`config.mk`:
```
export PLATFORM = sky130hd
export DESIGN_NAME = sstw_serial
export DESIGN_NICKNAME = d
export VERILOG_FILES = /design/src/hw/sstw_serial.v
export VERILOG_INCLUDE_DIRS = /design/src /design/src/hw
export SDC_FILE = /design/constraint.sdc
export NUM_CORES = 1
export LEC_CHECK = 0
export ABC_AREA = 1
export BUFFER_PORTS_ARGS = -buffer_cell sky130_fd_sc_hd__clkbuf_2
export CAP_MARGIN = 20
export CORE_MARGIN = 2
export CORE_UTILIZATION = 59
export CTS_CLUSTER_SIZE = 40
export DETAILED_ROUTE_END_ITERATION = 10
export PLACE_DENSITY_LB_ADDON = 0.15
export SLEW_MARGIN = 20
export SYNTH_ARGS = -nofsm -noshare
export SYNTH_HDL_FRONTEND = slang
export SYNTH_SLANG_ARGS = --single-unit
```
`constraint.sdc`:
```
create_clock -name ref_clk_i -period 4.26 [get_ports ref_clk_i]
set_input_delay 0.213 -clock ref_clk_i [delete_from_list [all_inputs] [get_ports ref_clk_i]]
set_output_delay 0.213 -clock ref_clk_i [all_outputs]
set_load 0.005 [all_outputs]
```
`src/hw/sstw_regs.vh`:
```
/*
 * register map and timing constants of the three/two-wire synchronous serial block.
 * assumes: included by the design file, the checker and the bench, by bare name.
 */
`ifndef SSTW_REGS_VH
`define SSTW_REGS_VH

`define SSTW_ADDR_MODE_CTRL   16'hffaa
`define SSTW_ADDR_WIRE_SEL    16'hffab
`define SSTW_ADDR_SHIFT       16'hffa9
`define SSTW_MODE_RESET       8'h00
`define SSTW_WIRE_RESET       8'h00
`define SSTW_SHIFT_RESET      8'h00
`define SSTW_BIT_ENABLE       7
`define SSTW_BIT_DIR          2
`define SSTW_BIT_CLK_HI       1
`define SSTW_BIT_CLK_LO       0
`define SSTW_BIT_WIRE         0
`define SSTW_MODE_MASK        8'h87
`define SSTW_CLK_EXT          2'b00
`define SSTW_CLK_TIMER        2'b01
`define SSTW_CLK_DIV8         2'b10
`define SSTW_CLK_DIV128       2'b11
`define SSTW_DIV8_HALF        7'h03
`define SSTW_DIV128_HALF      7'h3f
`define SSTW_BITS_PER_XFER    4'h8

`endif

```
`src/hw/sstw_serial.v`:
```
/*
 * three-wire / two-wire clock-synchronous 8-bit serial interface, device side.
 * assumes: cpu bus is a simple synchronous sfr port on ref_clk_i with byte and
 * single-bit writes; pins and the external/timer clock come from outside the
 * domain and are synchronised here; port muxing sits outside, steered by the
 * *_serial_o ownership outputs.
 * limitations: an external clock must hold each level for at least four
 * ref_clk_i cycles, since its edges are seen through a two-flop synchroniser;
 * disabling mid-transfer abandons the frame without setting the done flag;
 * the done flag is cleared only by the next start, not by software;
 * the out line changes only after a falling serial clock edge, so a far end
 * that samples on the rising edge always sees a settled bit;
 * a shift register write while stopped is stored but never starts a frame.
 */
// Summary of operation
// - enable 0 stops shifting, clears bit counter
// - disabled: all three pins back to port
// - enabled: unused input/output pin stays port
// - dir 0 starts on write, 1 on read
// - three-wire receive-only holds serial out low
// - clock select: ext, timer, div8, div128
// - three-wire: clock, out, in lines
// - two-wire: clock plus one shared data line
// - wire select 0 three-wire, 1 two-wire
// - reset clears mode and wire registers
// - mode register byte or single-bit writable
// - eight bits per transfer, msb first
// - shift out on fall, sample on rise
// - stop after eighth bit, set done flag
// - shift write while disabled never starts transfer
`timescale 1ns/1ps
`include "sstw_regs.vh"

module sstw_serial (
    // clock and reset
    input  wire        ref_clk_i,
    input  wire        rstn_i,
    // cpu register port
    input  wire [15:0] addr_i,
    input  wire        wr_i,
    input  wire        bit_wr_i,
    input  wire [2:0]  bit_sel_i,
    input  wire [7:0]  wdata_i,
    input  wire        rd_i,
    output reg  [7:0]  rdata_o,
    // transfer status
    output reg         xfer_done_o,
    output reg         busy_o,
    // serial pins
    input  wire        sclk_pin_i,
    output reg         sclk_pin_o,
    output reg         sclk_pin_oe_o,
    input  wire        sdata_in_pin_i,
    output reg         sdata_out_pin_o,
    output reg         sdata_out_pin_oe_o,
    input  wire        timer_clk_i,
    // pin ownership towards the port mux
    output reg         sclk_serial_o,
    output reg         sin_serial_o,
    output reg         sout_serial_o
);

    // one-hot transfer states; HIGH and LOW follow the serial clock level
    localparam [2:0] ST_IDLE = 3'b001;
    localparam [2:0] ST_LOW  = 3'b010;
    localparam [2:0] ST_HIGH = 3'b100;

    reg  [7:0] mode_q;
    reg        wire_q;
    reg  [7:0] shift_q;
    reg  [3:0] cnt_q;
    reg  [2:0] st_q;
    reg  [6:0] div_q;
    reg        xfer_done_q;
    reg  [1:0] sck_s_q;
    reg  [1:0] sdi_s_q;
    reg  [1:0] tmr_s_q;
    reg        sck_prev_q;
    reg        tmr_prev_q;
    reg        out_bit_q;
    reg  [7:0] shift_d;
    reg  [3:0] cnt_d;
    reg  [2:0] st_d;
    reg  [6:0] div_d;
    reg        done_d;
    reg        out_bit_d;
    reg        wire_d;
    wire [7:0] mode_d;
    wire [7:0] mode_mask  = `SSTW_MODE_MASK;
    wire [7:0] wire_reset = `SSTW_WIRE_RESET;

    wire       en      = mode_q[`SSTW_BIT_ENABLE];
    wire       dir_rx  = mode_q[`SSTW_BIT_DIR];
    wire [1:0] clk_sel = {mode_q[`SSTW_BIT_CLK_HI], mode_q[`SSTW_BIT_CLK_LO]};
    wire       ext_clk = (clk_sel == `SSTW_CLK_EXT);
    wire       sel_mode  = (addr_i == `SSTW_ADDR_MODE_CTRL);
    wire       sel_wire  = (addr_i == `SSTW_ADDR_WIRE_SEL);
    wire       sel_shift = (addr_i == `SSTW_ADDR_SHIFT);
    // a write while disabled only loads data; no start is remembered
    wire       start = en && (st_q == ST_IDLE) && sel_shift &&
                       ((wr_i && !dir_rx) || (rd_i && dir_rx));
    wire [6:0] half_lim = (clk_sel == `SSTW_CLK_DIV8) ? `SSTW_DIV8_HALF
                                                       : `SSTW_DIV128_HALF;
    reg        tick;
    reg        ext_fall;
    reg        ext_rise;

    // clock source: internal sources yield half-period ticks, external gives edges
    always @* begin
        ext_fall = sck_prev_q && !sck_s_q[1];
        ext_rise = !sck_prev_q && sck_s_q[1];
        case (clk_sel)
            `SSTW_CLK_TIMER: tick = tmr_s_q[1] && !tmr_prev_q;
            `SSTW_CLK_DIV8:  tick = (div_q == half_lim);
            `SSTW_CLK_DIV128: tick = (div_q == half_lim);
            default:         tick = 1'b0;
        endcase
    end

    wire fall_ev = ext_clk ? ext_fall : (tick && st_q == ST_HIGH);
    wire rise_ev = ext_clk ? ext_rise : (tick && st_q == ST_LOW);

    // two-flop synchronisers: every pin and the timer output cross in here
    always @(posedge ref_clk_i) begin
        if (!rstn_i) begin
            sck_s_q    <= 2'b11;
            sdi_s_q    <= 2'b00;
            tmr_s_q    <= 2'b00;
            sck_prev_q <= 1'b1;
            tmr_prev_q <= 1'b0;
        end else begin
            sck_s_q    <= {sck_s_q[0], sclk_pin_i};
            sdi_s_q    <= {sdi_s_q[0], sdata_in_pin_i};
            tmr_s_q    <= {tmr_s_q[0], timer_clk_i};
            sck_prev_q <= sck_s_q[1];
            tmr_prev_q <= tmr_s_q[1];
        end
    end

    // mode register next value per bit; masked bits stay zero whatever is written
    genvar gi;
    generate
        for (gi = 0; gi < 8; gi = gi + 1) begin : g_mode_bit
            localparam [2:0] BIT_IDX = gi;
            wire byte_wr   = sel_mode && wr_i;
            wire single_wr = sel_mode && bit_wr_i && (bit_sel_i == BIT_IDX);
            assign mode_d[gi] = mode_mask[gi] &
                                (byte_wr ? wdata_i[gi] : (single_wr ? wdata_i[0] : mode_q[gi]));
        end
    endgenerate

    always @* begin
        wire_d = wire_q;
        if (sel_wire && wr_i)
            wire_d = wdata_i[`SSTW_BIT_WIRE];
        else if (sel_wire && bit_wr_i && bit_sel_i == 3'd0)
            wire_d = wdata_i[0];
    end

    // register writes
    always @(posedge ref_clk_i) begin
        if (!rstn_i) begin
            mode_q <= `SSTW_MODE_RESET;
            wire_q <= wire_reset[`SSTW_BIT_WIRE];
        end else begin
            mode_q <= mode_d;
            wire_q <= wire_d;
        end
    end

    // transfer engine, next-state logic
    always @* begin
        shift_d   = shift_q;
        cnt_d     = cnt_q;
        st_d      = st_q;
        div_d     = div_q;
        done_d    = xfer_done_q;
        out_bit_d = out_bit_q;
        if (!en) begin
            cnt_d = 4'h0;
            st_d  = ST_IDLE;
            div_d = 7'h00;
            // stopped: a shift write stores data and nothing else
            if (sel_shift && wr_i)
                shift_d = wdata_i;
        end else begin
            case (st_q)
                ST_IDLE: begin
                    div_d = 7'h00;
                    if (sel_shift && wr_i && !dir_rx)
                        shift_d = wdata_i;
                    if (start) begin
                        done_d = 1'b0;
                        cnt_d  = 4'h0;
                        st_d   = ST_HIGH;
                    end
                end
                ST_HIGH: begin
                    div_d = (tick || ext_clk) ? 7'h00 : div_q + 7'h01;
                    if (fall_ev) begin
                        // the line only changes on a falling edge
                        out_bit_d = shift_q[7];
                        st_d      = ST_LOW;
                    end
                end
                ST_LOW: begin
                    div_d = (tick || ext_clk) ? 7'h00 : div_q + 7'h01;
                    if (rise_ev) begin
                        // both modes sample the input pin; two-wire relies on the shared line reaching it
                        shift_d = {shift_q[6:0], sdi_s_q[1]};
                        cnt_d   = cnt_q + 4'h1;
                        if (cnt_q == `SSTW_BITS_PER_XFER - 4'h1) begin
                            st_d   = ST_IDLE;
                            done_d = 1'b1;
                        end else begin
                            st_d = ST_HIGH;
                        end
                    end
                end
                default: begin
                    st_d = ST_IDLE;
                end
            endcase
        end
    end

    // transfer engine registers
    always @(posedge ref_clk_i) begin
        if (!rstn_i) begin
            shift_q     <= `SSTW_SHIFT_RESET;
            cnt_q       <= 4'h0;
            st_q        <= ST_IDLE;
            div_q       <= 7'h00;
            xfer_done_q <= 1'b0;
            out_bit_q   <= 1'b0;
        end else begin
            shift_q     <= shift_d;
            cnt_q       <= cnt_d;
            st_q        <= st_d;
            div_q       <= div_d;
            xfer_done_q <= done_d;
            out_bit_q   <= out_bit_d;
        end
    end

    // read data and pin drive next values
    reg  [7:0] rdata_d;
    reg        sclk_d;
    reg        sclk_oe_d;
    reg        sclk_own_d;
    reg        sout_d;
    reg        sout_oe_d;
    reg        sout_own_d;
    reg        sin_own_d;

    always @* begin
        case (addr_i)
            `SSTW_ADDR_MODE_CTRL: rdata_d = mode_q;
            `SSTW_ADDR_WIRE_SEL:  rdata_d = {7'h00, wire_q};
            `SSTW_ADDR_SHIFT:     rdata_d = shift_q;
            default:              rdata_d = 8'h00;
        endcase
        // internal clock idles high between transfers
        sclk_d     = (st_q != ST_LOW);
        sclk_oe_d  = en && !ext_clk;
        sclk_own_d = en;
        // three-wire receive-only pins the out line low; else the fall latch
        sout_d     = (dir_rx && !wire_q) ? 1'b0 : out_bit_q;
        // two-wire: the out pin is the shared line, driven only to transmit
        sout_oe_d  = en && !dir_rx;
        sout_own_d = en && (wire_q || !dir_rx);
        // three-wire uses the input pin in both directions, two-wire never
        sin_own_d  = en && !wire_q;
    end

    // registered outputs
    always @(posedge ref_clk_i) begin
        if (!rstn_i) begin
            rdata_o            <= 8'h00;
            xfer_done_o        <= 1'b0;
            busy_o             <= 1'b0;
            sclk_pin_o         <= 1'b1;
            sclk_pin_oe_o      <= 1'b0;
            sdata_out_pin_o    <= 1'b0;
            sdata_out_pin_oe_o <= 1'b0;
            sclk_serial_o      <= 1'b0;
            sin_serial_o       <= 1'b0;
            sout_serial_o      <= 1'b0;
        end else begin
            rdata_o            <= rdata_d;
            xfer_done_o        <= xfer_done_q;
            busy_o             <= (st_q != ST_IDLE);
            sclk_pin_o         <= sclk_d;
            sclk_pin_oe_o      <= sclk_oe_d;
            sclk_serial_o      <= sclk_own_d;
            sdata_out_pin_o    <= sout_d;
            sdata_out_pin_oe_o <= sout_oe_d;
            sout_serial_o      <= sout_own_d;
            sin_serial_o       <= sin_own_d;
        end
    end

endmodule // sstw_serial

```
==> results of run 1 <==
power by group through the flow:
stage	logic [µW]	registers (µW)	clock network, µW
global placement	40.9	520	0
finish	42.5	508	416
detailed placement	42.3	520	0
global route	47.8	509	443
CTS	42.5	508	423
floorplan	20.1	520	0
worst min-delay path, delay by kind of cell:
family                 cells  cell delay, ps
and+or+nand+nor            1              40
buffers and inverters      2             110
layout make-up:
class                   count  area (µm²)  area share [%]
multi-input cells         264        1321           42.72
flip-flops and latches     54        1081           34.95
repair buffers             51       255.2           8.252
inverters                  60       227.7           7.362
clock buffers               6       82.58           2.670
well taps                  52       65.06           2.104
clock inverters             2       60.06           1.942
cell usage after synthesis, drive strengths merged:
| library cell | instances | area share, % |
|---|---|---|
| clkbuf | 3 | 0.42 |
| xor2 | 3 | 0.99 |
| mux2i | 1 | 0.85 |
| nand4 | 7 | 1.9 |
| o21ai | 19 | 3.6 |
| nand2 | 110 | 17 |
| inv | 59 | 8.4 |
| buf | 3 | 0.80 |
| nor3 | 10 | 2.7 |
| dfxtp | 54 | 41 |
| nand3b | 3 | 0.85 |
| a21oi | 17 | 3.2 |
| o211ai | 4 | 1.1 |
| nor2 | 49 | 7.2 |
| nor3b | 1 | 0.28 |
| or2 | 4 | 0.94 |
| a31oi | 1 | 0.24 |
| a2111oi | 1 | 0.38 |
| o22ai | 3 | 0.70 |
| ha | 2 | 0.94 |
| nand3 | 27 | 5.9 |
| a211oi | 1 | 0.28 |
| clkinv | 1 | 0.14 |
| xnor2 | 1 | 0.33 |
per-layer routing:
metal / vias up / wire [µm]
met3: 8 / 235
met2: 53 / 2769
met5: - / 0
met1: 1120 / 2455
met4: 0 / 57
li1: 1318 / -
how the worst max path moves through the flow:
stage,to,cells after the start,startpoint,slack (ps)
5_1_grt,shift_q[1],11,div_q[1],2340
3_5_place_dp,rdata_o[7],5,rstn_i,2420
6_report,st_q[2],9,mode_q[7],2520
3_3_place_gp,rdata_o[1],5,rstn_i,2480
4_1_cts,cnt_q[1],8,mode_q[7],2550
2_1_floorplan,shift_q[1],11,div_q[0],2770
registers in the layout, indices dropped and copies added, names as in the netlist, 2 cells and up:
name and flops:
cnt_q 4, div_q 7, mode_q 4, rdata_o 8, sck_s_q 2, sdi_s_q 2, shift_q 8, st_q 3
tmr_s_q 2
cell families after synthesis:
group	after synthesis	share of synthesized area [%]
flip-flops	54	40.60
adder cells (fa/ha/maj)	2	0.9397
XOR/XNOR	4	1.316
buffers and inverters	66	9.774
AND/OR/NAND/NOR	211	37.03
AO/OA/AOI/OAI	46	9.493
multiplexers	1	0.8458
through the flow:
stage               setup WS [ps]  instance area, µm²  total power, µW
finish                       2520                3093            966.6
global placement             2478                2950            561.0
CTS                          2549                3093            973.8
floorplan                    2766                2663            540.0
global route                 2339                3093            999.6
detailed placement           2423                2950            562.5
==> metrics.yaml, run 1 <==
clocking:
  number_of_clock_sinks: 54
  clkLatencyLatePin_ps: 300
  tritoncts: "built"
  cts_hold_buf: 0
  cts_made_buffers: 5
  clock_tree.buffer_depth: 2
  htreeDepth: 2
  ctsResizeCount: 0
  cts_setup_buffers: 0
  clkTransAtPathRegs_ps: 100
  clock_tree.root_cell: "sky130_fd_sc_hd__clkbuf_8"
die:
  design.die.area_mm2: 0.005066
  dieWidth_um: 71.18
  start_util_pct: 61.15
  coreArea_mm2: 0.004354
  row_count: 24
  io_pins: 52
  die-height_um: 71.18
critical_path:
  worstPathCellList: "nand4_2, nor2_1, nand3_2, nand2_1, nand2_1, clkinv_1, nand2_1, nor2_1, nor2_1"
  critical_path_arrival_ps: 1950
  worst_setup_path_start_kind: "flop"
  path_buf_inv: 1
  timing.critical_path.slowest_stage_cell: "sky130_fd_sc_hd__dfxtp_1"
  critical_path.max_fanout: 7
  regToRegStartpoint: "mode_q[7]"
  critical_path_class: "reg2reg"
  timing.reg2reg.setup_slack_ps: 2520
  worstReg2RegEnd: "st_q[2]"
  worst_r2r_path_depth: 9
  crit_family: "simple AND/OR/NAND/NOR gates"
  cp.required_ps: 4470
  max_stage_delay_ps: 530
  worst_setup_path_end_kind: "flop"
hold_path:
  holdPathEnd: "sdi_s_q[0]"
  hold_path_startpoint: "sdata_in_pin_i"
  worst_hold_stages: 3
  timing.hold.worst.class: "in2reg"
finish:
  utilization_pct: 71.03
  num-fill-cells: 371
  final_nets: 473
  antennaDiodeCount: 0
  final_common_cell: "sky130_fd_sc_hd__nand2_1"
  final_cells: 489
  most_used_cells_in_the_layout_excluding_fill_and_tap_cells: "sky130_fd_sc_hd__nand2_1, sky130_fd_sc_hd__inv_1, sky130_fd_sc_hd__dfxtp_1, sky130_fd_sc_hd__clkbuf_2, sky130_fd_sc_hd__nor2_1"
  drive_above_1_share_pct: 19.68
  flow.area_growth_from_synthesis_pct: 16.17
global_routing:
  global_route_wire_length_before_repair_um: 9453
  use_met2_pct: 40.23
  grtUsageMet3_pct: 5.128
  grt_start_max_net_pins: 23
  antenna_found_initial: 0
  grt.met1_usage_pct: 28.60
  gr-total-overflow: 0
  busiest_layer: "met2"
  grt_use_total_pct: 23.06
  first_global_vias: 2307
sta:
  finClkSkew_ps: 6.871
  timing_worst_slew_pin_value_ps: 687.5
  finalHoldViolCount: 0
  slew-limit-headroom_pct: 54.05
  number_of_setup_violations_in_the_final_report: 0
  final.hold.worst_slack_ps: 85.69
  fmax_ghz: 0.5749
  grt_setup_unrepaired: "false"
  layout_worst_path_cycle_share_pct: 40.83
  timing.setup.tns_ps: 0
  timing.final.crit_period_ps: 1740
  slew_viol_final: 0
detailed_routing:
  wirelength_um: 5517
  detailedRoute.firstIterationViolations: 120
  drt_pre_antenna_iters: 4
  detail_route.vias_per_cell: 5.110
  wire_per_inst_um: 11.28
  postRouteAntennaNets: 0
  drc_errors: 0
  num_vias: 2499
power_and_ir_drop:
  p_int_uw: 776.3
  power.density_mw_per_mm2: 312.5
  leakage_uw: 0.001473
  p_sw_share_pct: 19.69
  p_comb_share_pct: 4.4
  clkPwrFrac_pct: 43.0
  seqPwrFrac_pct: 52.6
  vdd_ir_drop_max_v: 0.0002130
  net_switching_power_figure_uw: 190.3
synth:
  yosysWarnings: 0
  syn_avg_cell_area_um2: 6.934
  syn_nets: 421
  fraction_of_the_yosys_area_taken_by_sequential_cells_pct: 40.60
  synthesis.area_mm2: 0.002663
  netlist-cell-type-count: 37
  flop_and_latch_count_out_of_synthesis: 54
  postSynthCellCount: 384
placement:
  hpwlAfterDp_um: 4265
  gp_routability_congestion: 0.8358
  place_inst: 481
  placement.io_buffers: 51
flow_run:
  max-cap-violations: 0
outcome:
  run_status: "finished, final reports clean"
No activity file was read; power rests on OpenSTA's default activity.
==> run 2, diff against run 1 <==
--- a/config.mk
+++ b/config.mk
@@ -10,7 +10,7 @@
 export BUFFER_PORTS_ARGS = -buffer_cell sky130_fd_sc_hd__clkbuf_2
 export CAP_MARGIN = 20
 export CORE_MARGIN = 2
-export CORE_UTILIZATION = 59
+export CORE_UTILIZATION = 55
 export CTS_CLUSTER_SIZE = 40
 export DETAILED_ROUTE_END_ITERATION = 10
 export PLACE_DENSITY_LB_ADDON = 0.15
==> constraint.sdc (replaced) <==
create_clock -name ref_clk_i -period 1.8 [get_ports ref_clk_i]
set_input_delay 0.09 -clock ref_clk_i [delete_from_list [all_inputs] [get_ports ref_clk_i]]
set_output_delay 0.09 -clock ref_clk_i [all_outputs]
set_load 0.005 [all_outputs]
==> metrics.yaml, run 2 (synthesized netlist as in run 1, its figures left out) <==
outcome:
  run_status: "finished, final reports clean"  # unchanged
die:
  start_util_pct: 56.75  # was 61.15%
  dieWidth_um: 73.58  # was 71.18 µm
  row_count: 25  # was 24
  io_pins: 52  # unchanged
  coreArea_mm2: 0.004692  # was 0.004354 mm²
  die-height_um: 73.58  # was 71.18 µm
  design.die.area_mm2: 0.005413  # was 0.005066 mm²
placement:
  gp_routability_congestion: 0.8195  # was 0.8358
  hpwlAfterDp_um: 4428  # was 4265 µm
  placement.io_buffers: 51  # unchanged
  placed_cell_area_mm2: 0.002983  # was 0.002950 mm²
clocking:
  clkTransAtPathRegs_ps: 100  # about the same
  clock_tree.buffer_depth: 2  # unchanged
  number_of_clock_sinks: 54  # unchanged
  clock_tree.root_cell: "sky130_fd_sc_hd__clkbuf_8"  # unchanged
  htreeDepth: 2  # unchanged
  clkLatencyLatePin_ps: 310  # was 300 ps
  cts_made_buffers: 5  # unchanged
  tritoncts: "built"  # unchanged
sta:
  timing_worst_slew_pin_value_ps: 679.2  # was 687.5 ps
  layout_worst_path_cycle_share_pct: 92.13  # was 40.83%
  grt_setup_unrepaired: "false"  # unchanged
  slew_viol_final: 0  # unchanged
  timing.final.crit_period_ps: 1658  # was 1740 ps
  fmax_ghz: 0.6030  # was 0.5749 GHz
  timing.setup.tns_ps: 0  # unchanged
  finClkSkew_ps: 6.371  # was 6.871 ps
  number_of_setup_violations_in_the_final_report: 0  # unchanged
  finalHoldViolCount: 0  # unchanged
  slew-limit-headroom_pct: 54.60  # was 54.05%
finish:
  final_cell_area_mm2: 0.003154  # was 0.003093 mm²
  num-fill-cells: 422  # was 371
  flow.area_growth_from_synthesis_pct: 18.47  # was 16.17%
  final_nets: 483  # was 473
  drive_above_1_share_pct: 21.25  # was 19.68%
  layout_top_registers: "rdata_o (8), shift_q (8), div_q (7)"  # unchanged
  most_used_cells_in_the_layout_excluding_fill_and_tap_cells: "sky130_fd_sc_hd__nand2_1, sky130_fd_sc_hd__inv_1, sky130_fd_sc_hd__dfxtp_1, sky130_fd_sc_hd__clkbuf_2, sky130_fd_sc_hd__nor2_1"  # unchanged
  final_common_cell: "sky130_fd_sc_hd__nand2_1"  # unchanged
  antennaDiodeCount: 0  # unchanged
power_and_ir_drop:
  leakage_uw: 0.001500  # was 0.001473 µW
  power.density_mw_per_mm2: 675.4  # was 312.5 mW/mm²
  vdd_ir_drop_max_v: 0.0004301  # was 0.0002130 V
critical_path:
  critical_path_arrival_ps: 1900  # was 1950 ps
  startpoint: "st_q[1]"  # was mode_q[7]
  timing.reg2reg.setup_slack_ps: 140  # was 2520 ps
  regToRegStartpoint: "st_q[1]"  # was mode_q[7]
  worst_setup_path_start_kind: "flop"  # unchanged
  worst_setup_path_end_kind: "flop"  # unchanged
  worstReg2RegEnd: "div_q[3]"  # was st_q[2]
  cp.required_ps: 2040  # was 4470 ps
  critical_path.max_fanout: 6  # was 7
  worst_r2r_path_depth: 10  # was 9
  timing.critical_path.to: "div_q[3]"  # was st_q[2]
  critical_path_class: "reg2reg"  # unchanged
detailed_routing:
  num_vias: 2505  # was 2499
  wirelength_um: 5714  # was 5517 µm
  postRouteAntennaNets: 0  # unchanged
  wire_per_inst_um: 11.41  # was 11.28 µm
  drc_errors: 0  # unchanged
  drt_pre_antenna_iters: 5  # was 4
  detail_route.vias_per_cell: 5.000  # was 5.110
  detailedRoute.firstIterationViolations: 117  # was 120
global_routing:
  antenna_found_initial: 0  # unchanged
  first_global_vias: 2219  # was 2307
  gr-total-overflow: 0  # unchanged
  global_route_wire_length_before_repair_um: 9459  # was 9453 µm
  grt_use_total_pct: 22.45  # was 23.06%
  grt_start_max_net_pins: 22  # was 23
flow_run:
  max-cap-violations: 0  # unchanged
hold_path:
  timing.hold.worst.class: "in2reg"  # unchanged
-- run 2: report_power, final --
group	switching [µW]	total (µW)	internal [µW]
Sequential	2.27	1200	1200
Clock	403	817	414
Combinational	59.2	110	50.4
-- run 2: repair_timing --
| item | 4_1_cts | 5_1_grt |
|---|---|---|
| hold buffers | 3 | 0 |
| endpoints found under the hold margin | 3 | 0 |
| setup buffers | 0 | 2 |
| gates resized for setup | 0 | 2 |
| setup endpoints to repair | 0 | 8 |
-- run 2: per-stage QoR --
step | total power [µW] | hold WS (ps) | util [%] | cells | worst slack (ps)
detailed placement | 1335 | 279.5 | 63.57 | 487 | 91.24
CTS | 2149 | 106.6 | 66.64 | 498 | 87.99
global placement | 1333 | 274.1 | 63.57 | 487 | 100.3
floorplan | 1278 | 187.6 | - | 384 | 305.5
global route | 2206 | 97.87 | 67.23 | 501 | 22.93
finish | 2130 | 123.6 | 67.23 | 501 | 141.7
-- run 2: critical path: stages, from the launching register on --
cell and delay [ps]:
sky130_fd_sc_hd__dfxtp_1 370, sky130_fd_sc_hd__inv_2 80, sky130_fd_sc_hd__nor3_4 250, sky130_fd_sc_hd__buf_4 190, sky130_fd_sc_hd__inv_4 50, sky130_fd_sc_hd__nand2_4 70, sky130_fd_sc_hd__nand2_4 50, sky130_fd_sc_hd__nor2_4 190
sky130_fd_sc_hd__inv_2 50, sky130_fd_sc_hd__or2_0 190, sky130_fd_sc_hd__a21oi_1 120
-- run 2: how the worst min path moves through the flow --
| stage | start | to | slack [ps] | cells past startpoint |
|---|---|---|---|---|
| finish | wdata_i[3] | shift_q[3] | 120 | 5 |
| global route | wdata_i[0] | wire_q | 100 | 3 |
| CTS | wdata_i[0] | wire_q | 110 | 3 |
| detailed placement | sdata_in_pin_i | sdi_s_q[0] | 280 | 3 |
| global placement | sdata_in_pin_i | sdi_s_q[0] | 270 | 3 |
| floorplan | sdata_in_pin_i | sdi_s_q[0] | 190 | 2 |
-- run 2: final cells by class --
class | instances | area [µm²] | share of cell area, %
repair buffers | 60 | 330.3 | 10.47
flip-flops and latches | 54 | 1084 | 34.35
inverters | 60 | 227.7 | 7.219
clock inverters | 3 | 45.04 | 1.428
multi-input cells | 265 | 1331 | 42.21
well taps | 54 | 67.56 | 2.142
clock buffers | 5 | 68.82 | 2.182
-- run 2: routing by layer --
| metal | wire length [µm] | vias to the layer above | share of wire [%] | GRT usage (%) |
|---|---|---|---|---|
| met3 | 236 | 8 | 4.1 | 4.527 |
| met2 | 2787 | 44 | 49 | 37.90 |
| met1 | 2605 | 1117 | 46 | 28.56 |
| li1 | - | 1336 | - | - |
| met5 | 0 | - | 0 | 0 |
| met4 | 85 | 0 | 1.5 | 7.475 |
